===== config.mk =====
export PLATFORM = sky130hd
export DESIGN_NAME = wdog_unit
export DESIGN_NICKNAME = d
export VERILOG_FILES = /design/src/wdog_pkg.sv /design/src/wdog_prescaler.sv /design/src/wdog_reset_pulse.sv /design/src/wdog_unit.sv
export SDC_FILE = /design/constraint.sdc
export NUM_CORES = 1
export LEC_CHECK = 0
export BUFFER_PORTS_ARGS = -buffer_cell sky130_fd_sc_hd__buf_2
export CAP_MARGIN = 20
export CORE_MARGIN = 10
export CORE_UTILIZATION = 30
export CTS_CLUSTER_SIZE = 24
export DETAILED_ROUTE_END_ITERATION = 6
export GPL_TIMING_DRIVEN = 0
export PLACE_DENSITY_LB_ADDON = 0.1
export SLEW_MARGIN = 20
export SYNTH_ARGS = -nofsm -noshare
export SYNTH_HDL_FRONTEND = slang
export SYNTH_SLANG_ARGS = --single-unit
export TNS_END_PERCENT = 100

===== constraint.sdc =====
create_clock -name CLOCK_I -period 3.5 [get_ports CLOCK_I]
set_clock_uncertainty 0.2 [all_clocks]
set_input_delay 0.7 -clock CLOCK_I [delete_from_list [all_inputs] [get_ports CLOCK_I]]
set_output_delay 0.7 -clock CLOCK_I [all_outputs]
set_load 0.01 [all_outputs]

===== src/wdog_pkg.sv =====
// Contract
// - with count_run set, the counter advances once per selected prescaler pulse
// - wrap from ff to 00 sets the overflow flag
// - counter zero at reset, held at zero while count_run is 0
// - software clears the overflow flag only by read-while-set then write 0
// - mode select: 0 requests interval interrupt, 1 generates watchdog reset
// - interval mode raises an interrupt request at every overflow
// - watchdog reset resets chip internally, optionally drives reset_out_n low
// - divide codes 0..7 select clock/2,32,64,128,256,512,2048,4096
// - control/status bits 4 and 3 ignore writes and read as 1
// - flag, mode and run bits clear on reset and on standby entry
// - divide bits clear on reset but hold through software standby
// - word writes at ffa8 and ffaa, byte reads at ffa8 (shared with the write), ffa9 and ffab
// - bit 7 of both status registers accepts only a written 0
// - high byte 5a loads counter, a5 loads control/status, else nothing
// - a5 with low 00 clears reset flag; 5a loads reset output enable
// - internal reset held 518 states, external output low 132 states
// - reset flag set on watchdog reset, cleared only by pin or software
package wdog_pkg;
  localparam logic [15:0] WR_ADDR_TCS = 16'hffa8;
  localparam logic [15:0] WR_ADDR_RCS = 16'hffaa;
  localparam logic [15:0] RD_ADDR_TCS = 16'hffa8;
  localparam logic [15:0] RD_ADDR_CNT = 16'hffa9;
  localparam logic [15:0] RD_ADDR_RCS = 16'hffab;
  localparam logic [7:0] PW_COUNTER = 8'h5a;
  localparam logic [7:0] PW_CONTROL = 8'ha5;
  localparam logic [7:0] TCS_RESET = 8'h18;
  localparam logic [7:0] CNT_RESET = 8'h00;
  localparam logic [7:0] RCS_RESET = 8'h3f;
  localparam logic [7:0] CNT_MAX = 8'hff;
  localparam int FLAG_BIT = 7;
  localparam int MODE_BIT = 6;
  localparam int RUN_BIT = 5;
  localparam int RFLAG_BIT = 7;
  localparam int OUT_EN_BIT = 6;
  localparam logic [7:0] TCS_RSVD_ONES = 8'h18;
  localparam logic [7:0] RCS_RSVD_ONES = 8'h3f;
  localparam int PRESC_W = 12;
  localparam int INT_RESET_STATES = 518;
  localparam int EXT_RESET_STATES = 132;
  localparam int RST_CNT_W = 10;

  typedef struct packed {
    logic [15:0] addr;
    logic [15:0] wdata;
    logic wr;
    logic rd;
  } bus_req_s;

  typedef struct packed {
    logic overflow_flag;
    logic timer_mode_sel;
    logic count_run;
    logic [2:0] clk_div_sel;
  } tcs_fields_s;
endpackage : wdog_pkg


===== src/wdog_prescaler.sv =====
`timescale 1ns/1ps
module wdog_prescaler
  import wdog_pkg::*;
(
  input wire logic clk_i,
  input wire logic rst_n_i,
  input wire logic [2:0] sel_i,
  output logic tick_o
);
  logic [PRESC_W-1:0] div_ff;
  logic [PRESC_W-1:0] nxt_div;
  logic [PRESC_W-1:0] mask;

  assign nxt_div = div_ff + 12'h001;

  always_ff @(posedge clk_i or negedge rst_n_i) begin
    if (!rst_n_i) begin
      div_ff <= '0;
    end else begin
      div_ff <= nxt_div;
    end
  end

  always_comb begin
    case (sel_i)
      3'h0: mask = 12'h001;
      3'h1: mask = 12'h01f;
      3'h2: mask = 12'h03f;
      3'h3: mask = 12'h07f;
      3'h4: mask = 12'h0ff;
      3'h5: mask = 12'h1ff;
      3'h6: mask = 12'h7ff;
      default: mask = 12'hfff;
    endcase
  end

  assign tick_o = ((div_ff & mask) == mask);
endmodule : wdog_prescaler


===== src/wdog_reset_pulse.sv =====
`timescale 1ns/1ps
module wdog_reset_pulse
  import wdog_pkg::*;
(
  input wire logic clk_i,
  input wire logic rst_n_i,
  input wire logic start_i,
  input wire logic out_en_i,
  output logic int_rst_o,
  output logic ext_rst_n_o
);
  localparam logic [RST_CNT_W-1:0] INT_N = RST_CNT_W'(INT_RESET_STATES);
  localparam logic [RST_CNT_W-1:0] EXT_N = RST_CNT_W'(EXT_RESET_STATES);
  logic [RST_CNT_W-1:0] cnt_ff;
  logic ext_ff;
  logic [RST_CNT_W-1:0] hold_ff;

  always_ff @(posedge clk_i or negedge rst_n_i) begin
    if (!rst_n_i) begin
      cnt_ff <= '0;
    end else if (start_i && cnt_ff == '0) begin
      cnt_ff <= INT_N;
    end else if (cnt_ff != '0) begin
      cnt_ff <= cnt_ff - 10'h001;
    end
  end

  always_ff @(posedge clk_i or negedge rst_n_i) begin
    if (!rst_n_i) begin
      ext_ff <= 1'b0;
    end else if (start_i && cnt_ff == '0) begin
      ext_ff <= out_en_i;
    end else if (cnt_ff == INT_N - EXT_N + 10'h001) begin
      ext_ff <= 1'b0;
    end
  end

  // length of the running internal reset, for checking only
  always_ff @(posedge clk_i or negedge rst_n_i) begin
    if (!rst_n_i) begin
      hold_ff <= '0;
    end else if (int_rst_o) begin
      hold_ff <= hold_ff + 10'h001;
    end else begin
      hold_ff <= '0;
    end
  end

  assign int_rst_o = (cnt_ff != '0);
  assign ext_rst_n_o = ~ext_ff;

  a_int_len: assert property (@(posedge clk_i) disable iff (!rst_n_i)
    $rose(int_rst_o) |-> int_rst_o [*8])
    else $error("internal reset too short");
  a_ext_len: assert property (@(posedge clk_i) disable iff (!rst_n_i)
    $fell(ext_rst_n_o) |-> ##(EXT_RESET_STATES) ext_rst_n_o && !$past(ext_rst_n_o))
    else $error("external reset length wrong");
  a_int_total: assert property (@(posedge clk_i) disable iff (!rst_n_i)
    $fell(int_rst_o) |-> hold_ff == INT_N)
    else $error("internal reset length wrong");
  a_ext_inside: assert property (@(posedge clk_i) disable iff (!rst_n_i)
    !ext_rst_n_o |-> int_rst_o)
    else $error("external reset outside internal reset");
endmodule : wdog_reset_pulse


===== src/wdog_unit.sv =====
`timescale 1ns/1ps
module wdog_unit
  import wdog_pkg::*;
(
  input wire logic CLOCK_I,
  input wire logic RESET_N_I,
  input wire logic STANDBY_I,
  input wire logic [15:0] ADDR_I,
  input wire logic [15:0] WDATA_I,
  input wire logic WR_I,
  input wire logic RD_I,
  output logic [7:0] RDATA_O,
  output logic INTERVAL_IRQ_O,
  output logic CHIP_RESET_O,
  output logic RESET_OUT_N_O
);
  bus_req_s req;
  tcs_fields_s tcs_ff;
  logic [7:0] wdog_counter_ff;
  logic wdog_reset_flag_ff;
  logic reset_out_en_ff;
  logic flag_armed_ff;
  logic rflag_armed_ff;
  logic [7:0] rdata_ff;
  logic tick;
  logic step;
  logic overflow;
  logic wr_cnt;
  logic wr_tcs;
  logic wr_rcs_clr;
  logic wr_rcs_oe;
  logic [7:0] lo;
  logic [7:0] hi;
  logic [7:0] tcs_rd;
  logic [7:0] rcs_rd;
  logic int_rst;
  logic wd_start;

  assign req = '{addr: ADDR_I, wdata: WDATA_I, wr: WR_I, rd: RD_I};
  assign lo = req.wdata[7:0];
  assign hi = req.wdata[15:8];

  wdog_prescaler u_presc (
    .clk_i(CLOCK_I),
    .rst_n_i(RESET_N_I),
    .sel_i(tcs_ff.clk_div_sel),
    .tick_o(tick)
  );

  // word-write decode
  always_comb begin
    wr_cnt = 1'b0;
    wr_tcs = 1'b0;
    wr_rcs_clr = 1'b0;
    wr_rcs_oe = 1'b0;
    if (req.wr && req.addr == WR_ADDR_TCS) begin
      wr_cnt = (hi == PW_COUNTER);
      wr_tcs = (hi == PW_CONTROL);
    end else if (req.wr && req.addr == WR_ADDR_RCS) begin
      wr_rcs_clr = (hi == PW_CONTROL) && (lo == 8'h00);
      wr_rcs_oe = (hi == PW_COUNTER);
    end
  end

  assign step = tcs_ff.count_run && tick && !int_rst;
  assign overflow = step && (wdog_counter_ff == CNT_MAX);
  assign wd_start = overflow && tcs_ff.timer_mode_sel;

  always_ff @(posedge CLOCK_I or negedge RESET_N_I) begin
    if (!RESET_N_I) begin
      wdog_counter_ff <= CNT_RESET;
    end else if (!tcs_ff.count_run || int_rst || STANDBY_I) begin
      wdog_counter_ff <= CNT_RESET;
    end else if (wr_cnt) begin
      wdog_counter_ff <= lo;
    end else if (step) begin
      wdog_counter_ff <= wdog_counter_ff + 8'h01;
    end
  end

  // read-then-clear arming for the overflow flag
  always_ff @(posedge CLOCK_I or negedge RESET_N_I) begin
    if (!RESET_N_I) begin
      flag_armed_ff <= 1'b0;
    end else if (overflow) begin
      flag_armed_ff <= 1'b0;
    end else if (req.rd && req.addr == RD_ADDR_TCS && tcs_ff.overflow_flag) begin
      flag_armed_ff <= 1'b1;
    end else if (wr_tcs || !tcs_ff.overflow_flag) begin
      flag_armed_ff <= 1'b0;
    end
  end

  always_ff @(posedge CLOCK_I or negedge RESET_N_I) begin
    if (!RESET_N_I) begin
      tcs_ff <= '0;
    end else if (STANDBY_I || int_rst) begin
      tcs_ff.overflow_flag <= 1'b0;
      tcs_ff.timer_mode_sel <= 1'b0;
      tcs_ff.count_run <= 1'b0;
      if (int_rst) begin
        tcs_ff.clk_div_sel <= '0;
      end
    end else begin
      if (overflow) begin
        tcs_ff.overflow_flag <= 1'b1;
      end else if (wr_tcs && !lo[FLAG_BIT] && flag_armed_ff) begin
        tcs_ff.overflow_flag <= 1'b0;
      end
      if (wr_tcs) begin
        tcs_ff.timer_mode_sel <= lo[MODE_BIT];
        tcs_ff.count_run <= lo[RUN_BIT];
        tcs_ff.clk_div_sel <= lo[2:0];
      end
    end
  end

  always_ff @(posedge CLOCK_I or negedge RESET_N_I) begin
    if (!RESET_N_I) begin
      rflag_armed_ff <= 1'b0;
    end else if (req.rd && req.addr == RD_ADDR_RCS && wdog_reset_flag_ff) begin
      rflag_armed_ff <= 1'b1;
    end else if (wr_rcs_clr || !wdog_reset_flag_ff) begin
      rflag_armed_ff <= 1'b0;
    end
  end

  always_ff @(posedge CLOCK_I or negedge RESET_N_I) begin
    if (!RESET_N_I) begin
      wdog_reset_flag_ff <= 1'b0;
    end else if (wd_start) begin
      wdog_reset_flag_ff <= 1'b1;
    end else if (wr_rcs_clr && rflag_armed_ff) begin
      wdog_reset_flag_ff <= 1'b0;
    end
  end

  always_ff @(posedge CLOCK_I or negedge RESET_N_I) begin
    if (!RESET_N_I) begin
      reset_out_en_ff <= 1'b0;
    end else if (wr_rcs_oe) begin
      reset_out_en_ff <= lo[OUT_EN_BIT];
    end
  end

  wdog_reset_pulse u_rst (
    .clk_i(CLOCK_I),
    .rst_n_i(RESET_N_I),
    .start_i(wd_start),
    .out_en_i(reset_out_en_ff),
    .int_rst_o(int_rst),
    .ext_rst_n_o(RESET_OUT_N_O)
  );

  assign tcs_rd = {tcs_ff.overflow_flag, tcs_ff.timer_mode_sel, tcs_ff.count_run,
                   2'b00, tcs_ff.clk_div_sel} | TCS_RSVD_ONES;
  assign rcs_rd = {wdog_reset_flag_ff, reset_out_en_ff, 6'h00} | RCS_RSVD_ONES;

  // byte reads
  always_ff @(posedge CLOCK_I or negedge RESET_N_I) begin
    if (!RESET_N_I) begin
      rdata_ff <= 8'h00;
    end else if (req.rd) begin
      if (req.addr == RD_ADDR_TCS) begin
        rdata_ff <= tcs_rd;
      end else if (req.addr == RD_ADDR_CNT) begin
        rdata_ff <= wdog_counter_ff;
      end else if (req.addr == RD_ADDR_RCS) begin
        rdata_ff <= rcs_rd;
      end else begin
        rdata_ff <= 8'h00;
      end
    end
  end

  assign RDATA_O = rdata_ff;
  assign INTERVAL_IRQ_O = overflow && !tcs_ff.timer_mode_sel;
  assign CHIP_RESET_O = int_rst;

  a_flag_sets: assert property (@(posedge CLOCK_I) disable iff (!RESET_N_I)
    overflow && !STANDBY_I |=> tcs_ff.overflow_flag)
    else $error("overflow did not set flag");
  a_cnt_stopped: assert property (@(posedge CLOCK_I) disable iff (!RESET_N_I)
    !tcs_ff.count_run |=> wdog_counter_ff == CNT_RESET || $past(wr_tcs))
    else $error("counter not held at zero");
  a_no_blind_clr: assert property (@(posedge CLOCK_I) disable iff (!RESET_N_I)
    tcs_ff.overflow_flag && !flag_armed_ff && !STANDBY_I && !int_rst
    |=> tcs_ff.overflow_flag)
    else $error("flag cleared without read");
  a_irq_mode: assert property (@(posedge CLOCK_I) disable iff (!RESET_N_I)
    INTERVAL_IRQ_O |-> !tcs_ff.timer_mode_sel && !wd_start)
    else $error("interrupt in watchdog mode");
  a_wd_reset: assert property (@(posedge CLOCK_I) disable iff (!RESET_N_I)
    wd_start |=> CHIP_RESET_O && wdog_reset_flag_ff)
    else $error("watchdog overflow gave no reset");
  a_rsvd_ones: assert property (@(posedge CLOCK_I) disable iff (!RESET_N_I)
    tcs_rd[4:3] == 2'b11 && rcs_rd[5:0] == 6'h3f)
    else $error("reserved bits not one");
  a_standby_clr: assert property (@(posedge CLOCK_I) disable iff (!RESET_N_I)
    STANDBY_I && !int_rst |=> !tcs_ff.count_run && tcs_ff.clk_div_sel == $past(tcs_ff.clk_div_sel))
    else $error("standby clearing wrong");
  a_bad_pw: assert property (@(posedge CLOCK_I) disable iff (!RESET_N_I)
    req.wr && req.addr == WR_ADDR_TCS && hi != PW_COUNTER && hi != PW_CONTROL
    && !tcs_ff.count_run && !STANDBY_I && !int_rst |=> $stable(tcs_ff.count_run))
    else $error("write without password took effect");
  a_cnt_step: assert property (@(posedge CLOCK_I) disable iff (!RESET_N_I)
    step && !wr_cnt && !STANDBY_I |=> wdog_counter_ff == $past(wdog_counter_ff) + 8'h01)
    else $error("counter did not step");
  a_cnt_idle: assert property (@(posedge CLOCK_I) disable iff (!RESET_N_I)
    tcs_ff.count_run && !tick && !wr_cnt && !STANDBY_I && !int_rst
    |=> $stable(wdog_counter_ff))
    else $error("counter moved without tick");
  a_counter_load: assert property (@(posedge CLOCK_I) disable iff (!RESET_N_I)
    wr_cnt && tcs_ff.count_run && !STANDBY_I && !int_rst |=> wdog_counter_ff == $past(lo))
    else $error("counter write lost");
  a_flag_write_one: assert property (@(posedge CLOCK_I) disable iff (!RESET_N_I)
    wr_tcs && lo[FLAG_BIT] && tcs_ff.overflow_flag && !STANDBY_I && !int_rst
    |=> tcs_ff.overflow_flag)
    else $error("written one cleared flag");
  a_rflag_write_one: assert property (@(posedge CLOCK_I) disable iff (!RESET_N_I)
    req.wr && req.addr == WR_ADDR_RCS && hi == PW_CONTROL && lo != 8'h00
    && wdog_reset_flag_ff |=> wdog_reset_flag_ff)
    else $error("reset flag cleared by nonzero write");
  a_rflag_kept: assert property (@(posedge CLOCK_I) disable iff (!RESET_N_I)
    wdog_reset_flag_ff && !wr_rcs_clr |=> wdog_reset_flag_ff)
    else $error("reset flag lost");
  a_out_en_kept: assert property (@(posedge CLOCK_I) disable iff (!RESET_N_I)
    !wr_rcs_oe |=> $stable(reset_out_en_ff))
    else $error("output enable changed without write");
  a_div_cleared: assert property (@(posedge CLOCK_I) disable iff (!RESET_N_I)
    int_rst |=> tcs_ff.clk_div_sel == 3'h0)
    else $error("divide bits kept through chip reset");
  a_late_overflow: assert property (@(posedge CLOCK_I) disable iff (!RESET_N_I)
    overflow |=> !flag_armed_ff)
    else $error("clear still armed after new overflow");
  c_overflow: cover property (@(posedge CLOCK_I) overflow);
  c_irq: cover property (@(posedge CLOCK_I) INTERVAL_IRQ_O);
  c_ext_rst: cover property (@(posedge CLOCK_I) !RESET_OUT_N_O);
  c_flag_clr: cover property (@(posedge CLOCK_I) $fell(tcs_ff.overflow_flag));
endmodule : wdog_unit


==> flow_metrics.py <==
metrics = {
    "setup_path": {
        "crit_start": "u_rst.cnt_ff[3]",
        "required_ns": 2.60,
        "worstSetupStartpointType": "flop",
        "r2r-end": "u_rst.ext_ff",
        "endpoint_kind": "primary output",
        "r2r_cells": 9,
        "arrival_ns": 2.48,
        "worstReg2RegStart": "u_rst.cnt_ff[3]",
        "path_max_fanout": 7,
        "r2r_slack_ns": 0.77,
        "path_class": "flop to primary output",
    },
    "final_layout": {
        "multiInputGateArea_um2": 1340,
        "fillers": 919,
        "fin_nets": 370,
        "register_area_um2": 1230,
        "final_cells": 438,
        "layout-area-overhead-vs-synth_pct": 20.7,
        "drive_above_1_share_pct": 22.4,
        "antennaDiodeCount": 0,
    },
    "logic_synthesis": {
        "synth_top_area_share_pct": 46.4,
        "synthTopCellsByArea": "dfrtp_1, nand2_1, xnor2_1, nand3_1, o21ai_0",
        "ys_ff_latch": 49,
        "yosysMostFrequentCell": "dfrtp_1",
        "netlist_area_um2": 2650,
        "syn_nets": 313,
        "yosys_warnings": 0,
        "synth_top_cell_by_area": "dfrtp_1",
        "synth_commonest_cells": "dfrtp_1, nand2_1, nand3_1, o21ai_0, nor2_1",
        "syn_area_per_cell_um2": 9.72,
        "yosys_most_used_dff": "dfrtp_1",
        "synthArstFlopShare_pct": 100,
        "synth_cells": 272,
        "synth-seq-area-share_pct": 46.4,
        "yosysUniqueCellTypes": 49,
        "synth-edff-count": 0,
    },
    "sta": {
        "max_clock_freq_mhz": 296,
        "setup_slack_ns": 0.122,
        "max_slew_margin_pct": 47.3,
        "fin_crit_sh_pct": 96.5,
        "period_minus_slack_ns": 3.38,
        "rsz0062_at_grt": "false",
        "worst_pin_slew_ns": 0.788,
        "final_max_slew_viol_count": 0,
        "hold_viol": 0,
        "setup_tns_ns": 0,
        "finalSetupViolations": 0,
    },
    "clock_tree": {
        "clk_pin_slew_worst_paths_ns": 0.09,
        "numCtsBuffers": 5,
        "cts.htree.levels": 2,
        "hold_buffers": 0,
        "cts_buffer_depth": 2,
        "cts.sinks": 49,
        "clockRootBuffer": "clkbuf_8",
        "clkLatencyLatePin_ns": 0.30,
        "cts_tree": "built",
    },
    "pwr": {
        "swShare_pct": 21.2,
        "internal-power_mw": 0.872,
        "irDropWorstVdd_uv": 146,
        "p_per_area_nw_per_um2": 346,
        "p_switching_mw": 0.234,
        "pwr-share-seq_pct": 51.1,
        "power.share.clock_pct": 43.7,
        "p_comb_share_pct": 5.2,
        "p_leak_nw": 1.45,
    },
    "place": {
        "io_buffers": 43,
        "place_hpwl_mm": 5.21,
        "dpl_worst_slack_ns": 0.0932,
        "placed_cells": 423,
        "gp_congestion": 0.763,
    },
    "die": {
        "die_h_um": 114,
        "initial_core_util_pct": 30.6,
        "core_area_um2": 8640,
        "std_cell_rows": 34,
        "ios": 48,
        "die_w_um": 114,
        "die_area_um2": 13000,
    },
    "routing": {
        "antenna_left": 0,
        "drc_errors": 0,
        "firstDrtPassIters": 4,
        "vias": 2162,
        "drt_iter0_drc": 53,
        "totalWireLength_mm": 6.80,
        "routedWlPerCell_um": 15.5,
        "via_per_inst": 4.94,
    },
    "global_routing": {
        "overflow": 0,
        "antenna_found_initial": 0,
        "grt_pass1_vias": 2197,
        "grt_max_degree": 50,
        "grt_pass1_wl_mm": 11.0,
        "track_usage_pct": 10.2,
    },
    "outcome": {
        "outcome": "complete, no violations",
    },
    "flow_run": {
        "cap_violations": 0,
    },
    "worst_hold_path": {
        "min_path_type": "primary input to asynchronous set/reset pin",
    },
}
how the worst max path moves through the flow:
stage                     endpoint  slack (ns)  depth (start not counted)
finish              INTERVAL_IRQ_O        0.12                          9
global placement    INTERVAL_IRQ_O        0.09                          8
detailed placement  INTERVAL_IRQ_O        0.09                          8
floorplan           INTERVAL_IRQ_O        0.49                          7
CTS                 INTERVAL_IRQ_O       0.004                          9
global route        INTERVAL_IRQ_O       0.004                          9
per-stage QoR:
| stage | utilization [%] | hold WS [ns] | area, µm² | total power [mW] |
|---|---|---|---|---|
| 2_1_floorplan | - | 0.204 | 2650 | 0.595 |
| 3_3_place_gp | 34.7 | 0.262 | 3000 | 0.636 |
| 3_5_place_dp | 34.7 | 0.266 | 3000 | 0.636 |
| 4_1_cts | 36.4 | 0.249 | 3150 | 1.12 |
| 5_1_grt | 37.0 | 0.261 | 3190 | 1.15 |
| 6_report | 37.0 | 0.222 | 3190 | 1.11 |
cells by family (layout without fill, tap and decap cells):
| group | count (synthesis) | after routing | synth area share [%] |
|---|---|---|---|
| xor+xnor | 23 | 23 | 7.62 |
| compound gates | 43 | 43 | 9.98 |
| flops | 49 | 49 | 46.4 |
| fa+ha+maj | 4 | 4 | 1.89 |
| buf+inv | 21 | 79 | 3.03 |
| mux | 8 | 8 | 3.41 |
| simple gates | 124 | 124 | 27.7 |
power by group through the flow:
stage	sequential (mW)	clock, mW	combinational, mW
4_1_cts	0.566	0.499	0.0596
5_1_grt	0.566	0.523	0.0651
6_report	0.566	0.483	0.0576
3_3_place_gp	0.577	0	0.0586
3_5_place_dp	0.577	0	0.0593
2_1_floorplan	0.577	0	0.0183
timing repair:
item	CTS	global route
resized for setup	0	5
hold endpoints to repair	0	0
endpoints found under the setup margin	1	1
buffers inserted	2	5
pin swaps	3	2
layout by cell type, fill, tap and decap left out, types with 7 or more instances in the layout:
| master | n |
|---|---|
| xnor2_1 | 13 |
| nand2_1 | 30 |
| inv_1 | 13 |
| nor2_1 | 14 |
| o21ai_0 | 18 |
| nand3_1 | 22 |
| dfrtp_1 | 48 |
| buf_2 | 42 |
| buf_4 | 9 |
| xor2_1 | 10 |
| clkbuf_1 | 7 |
| and3_1 | 7 |
layer usage:
layer  routed length [µm]  track usage (%)  part of all wire (%)
met1                 3340             14.0                    49
met2                 3120             15.9                    46
met3                  290             2.68                   4.3
met4                   44             2.01                  0.65
met5                    0                0                     0
worst max-delay path, stage by stage (launching register included):
cell and delay [ns]:
dfrtp_1 0.45, nor4_4 0.26, buf_4 0.17, nand4_4 0.13
or4b_1 0.54, buf_4 0.18, nor2_4 0.10, nand2_2 0.08
nor2_2 0.12, buf_2 0.15
sequential cells by signal, summed over array words and instances (netlist names):
signal,count
wdog_counter_ff,8
rflag_armed_ff,1
reset_out_en_ff,1
u_rst.cnt_ff,10
flag_armed_ff,1
RDATA_O,8
u_presc.div_ff,12
u_rst.ext_ff,1
wdog_reset_flag_ff,1
tcs_ff,6
cell type report:
class	count	share of cell area, %
inverters	13	1.53
multi-input cells	202	42.1
flip-flops and latches	49	38.4
clock buffers	5	2.16
clock inverters	3	2.04
repair buffers	50	8.46
well taps	108	4.23
plain buffers	8	1.06
(Power assumes the default switching activity.)
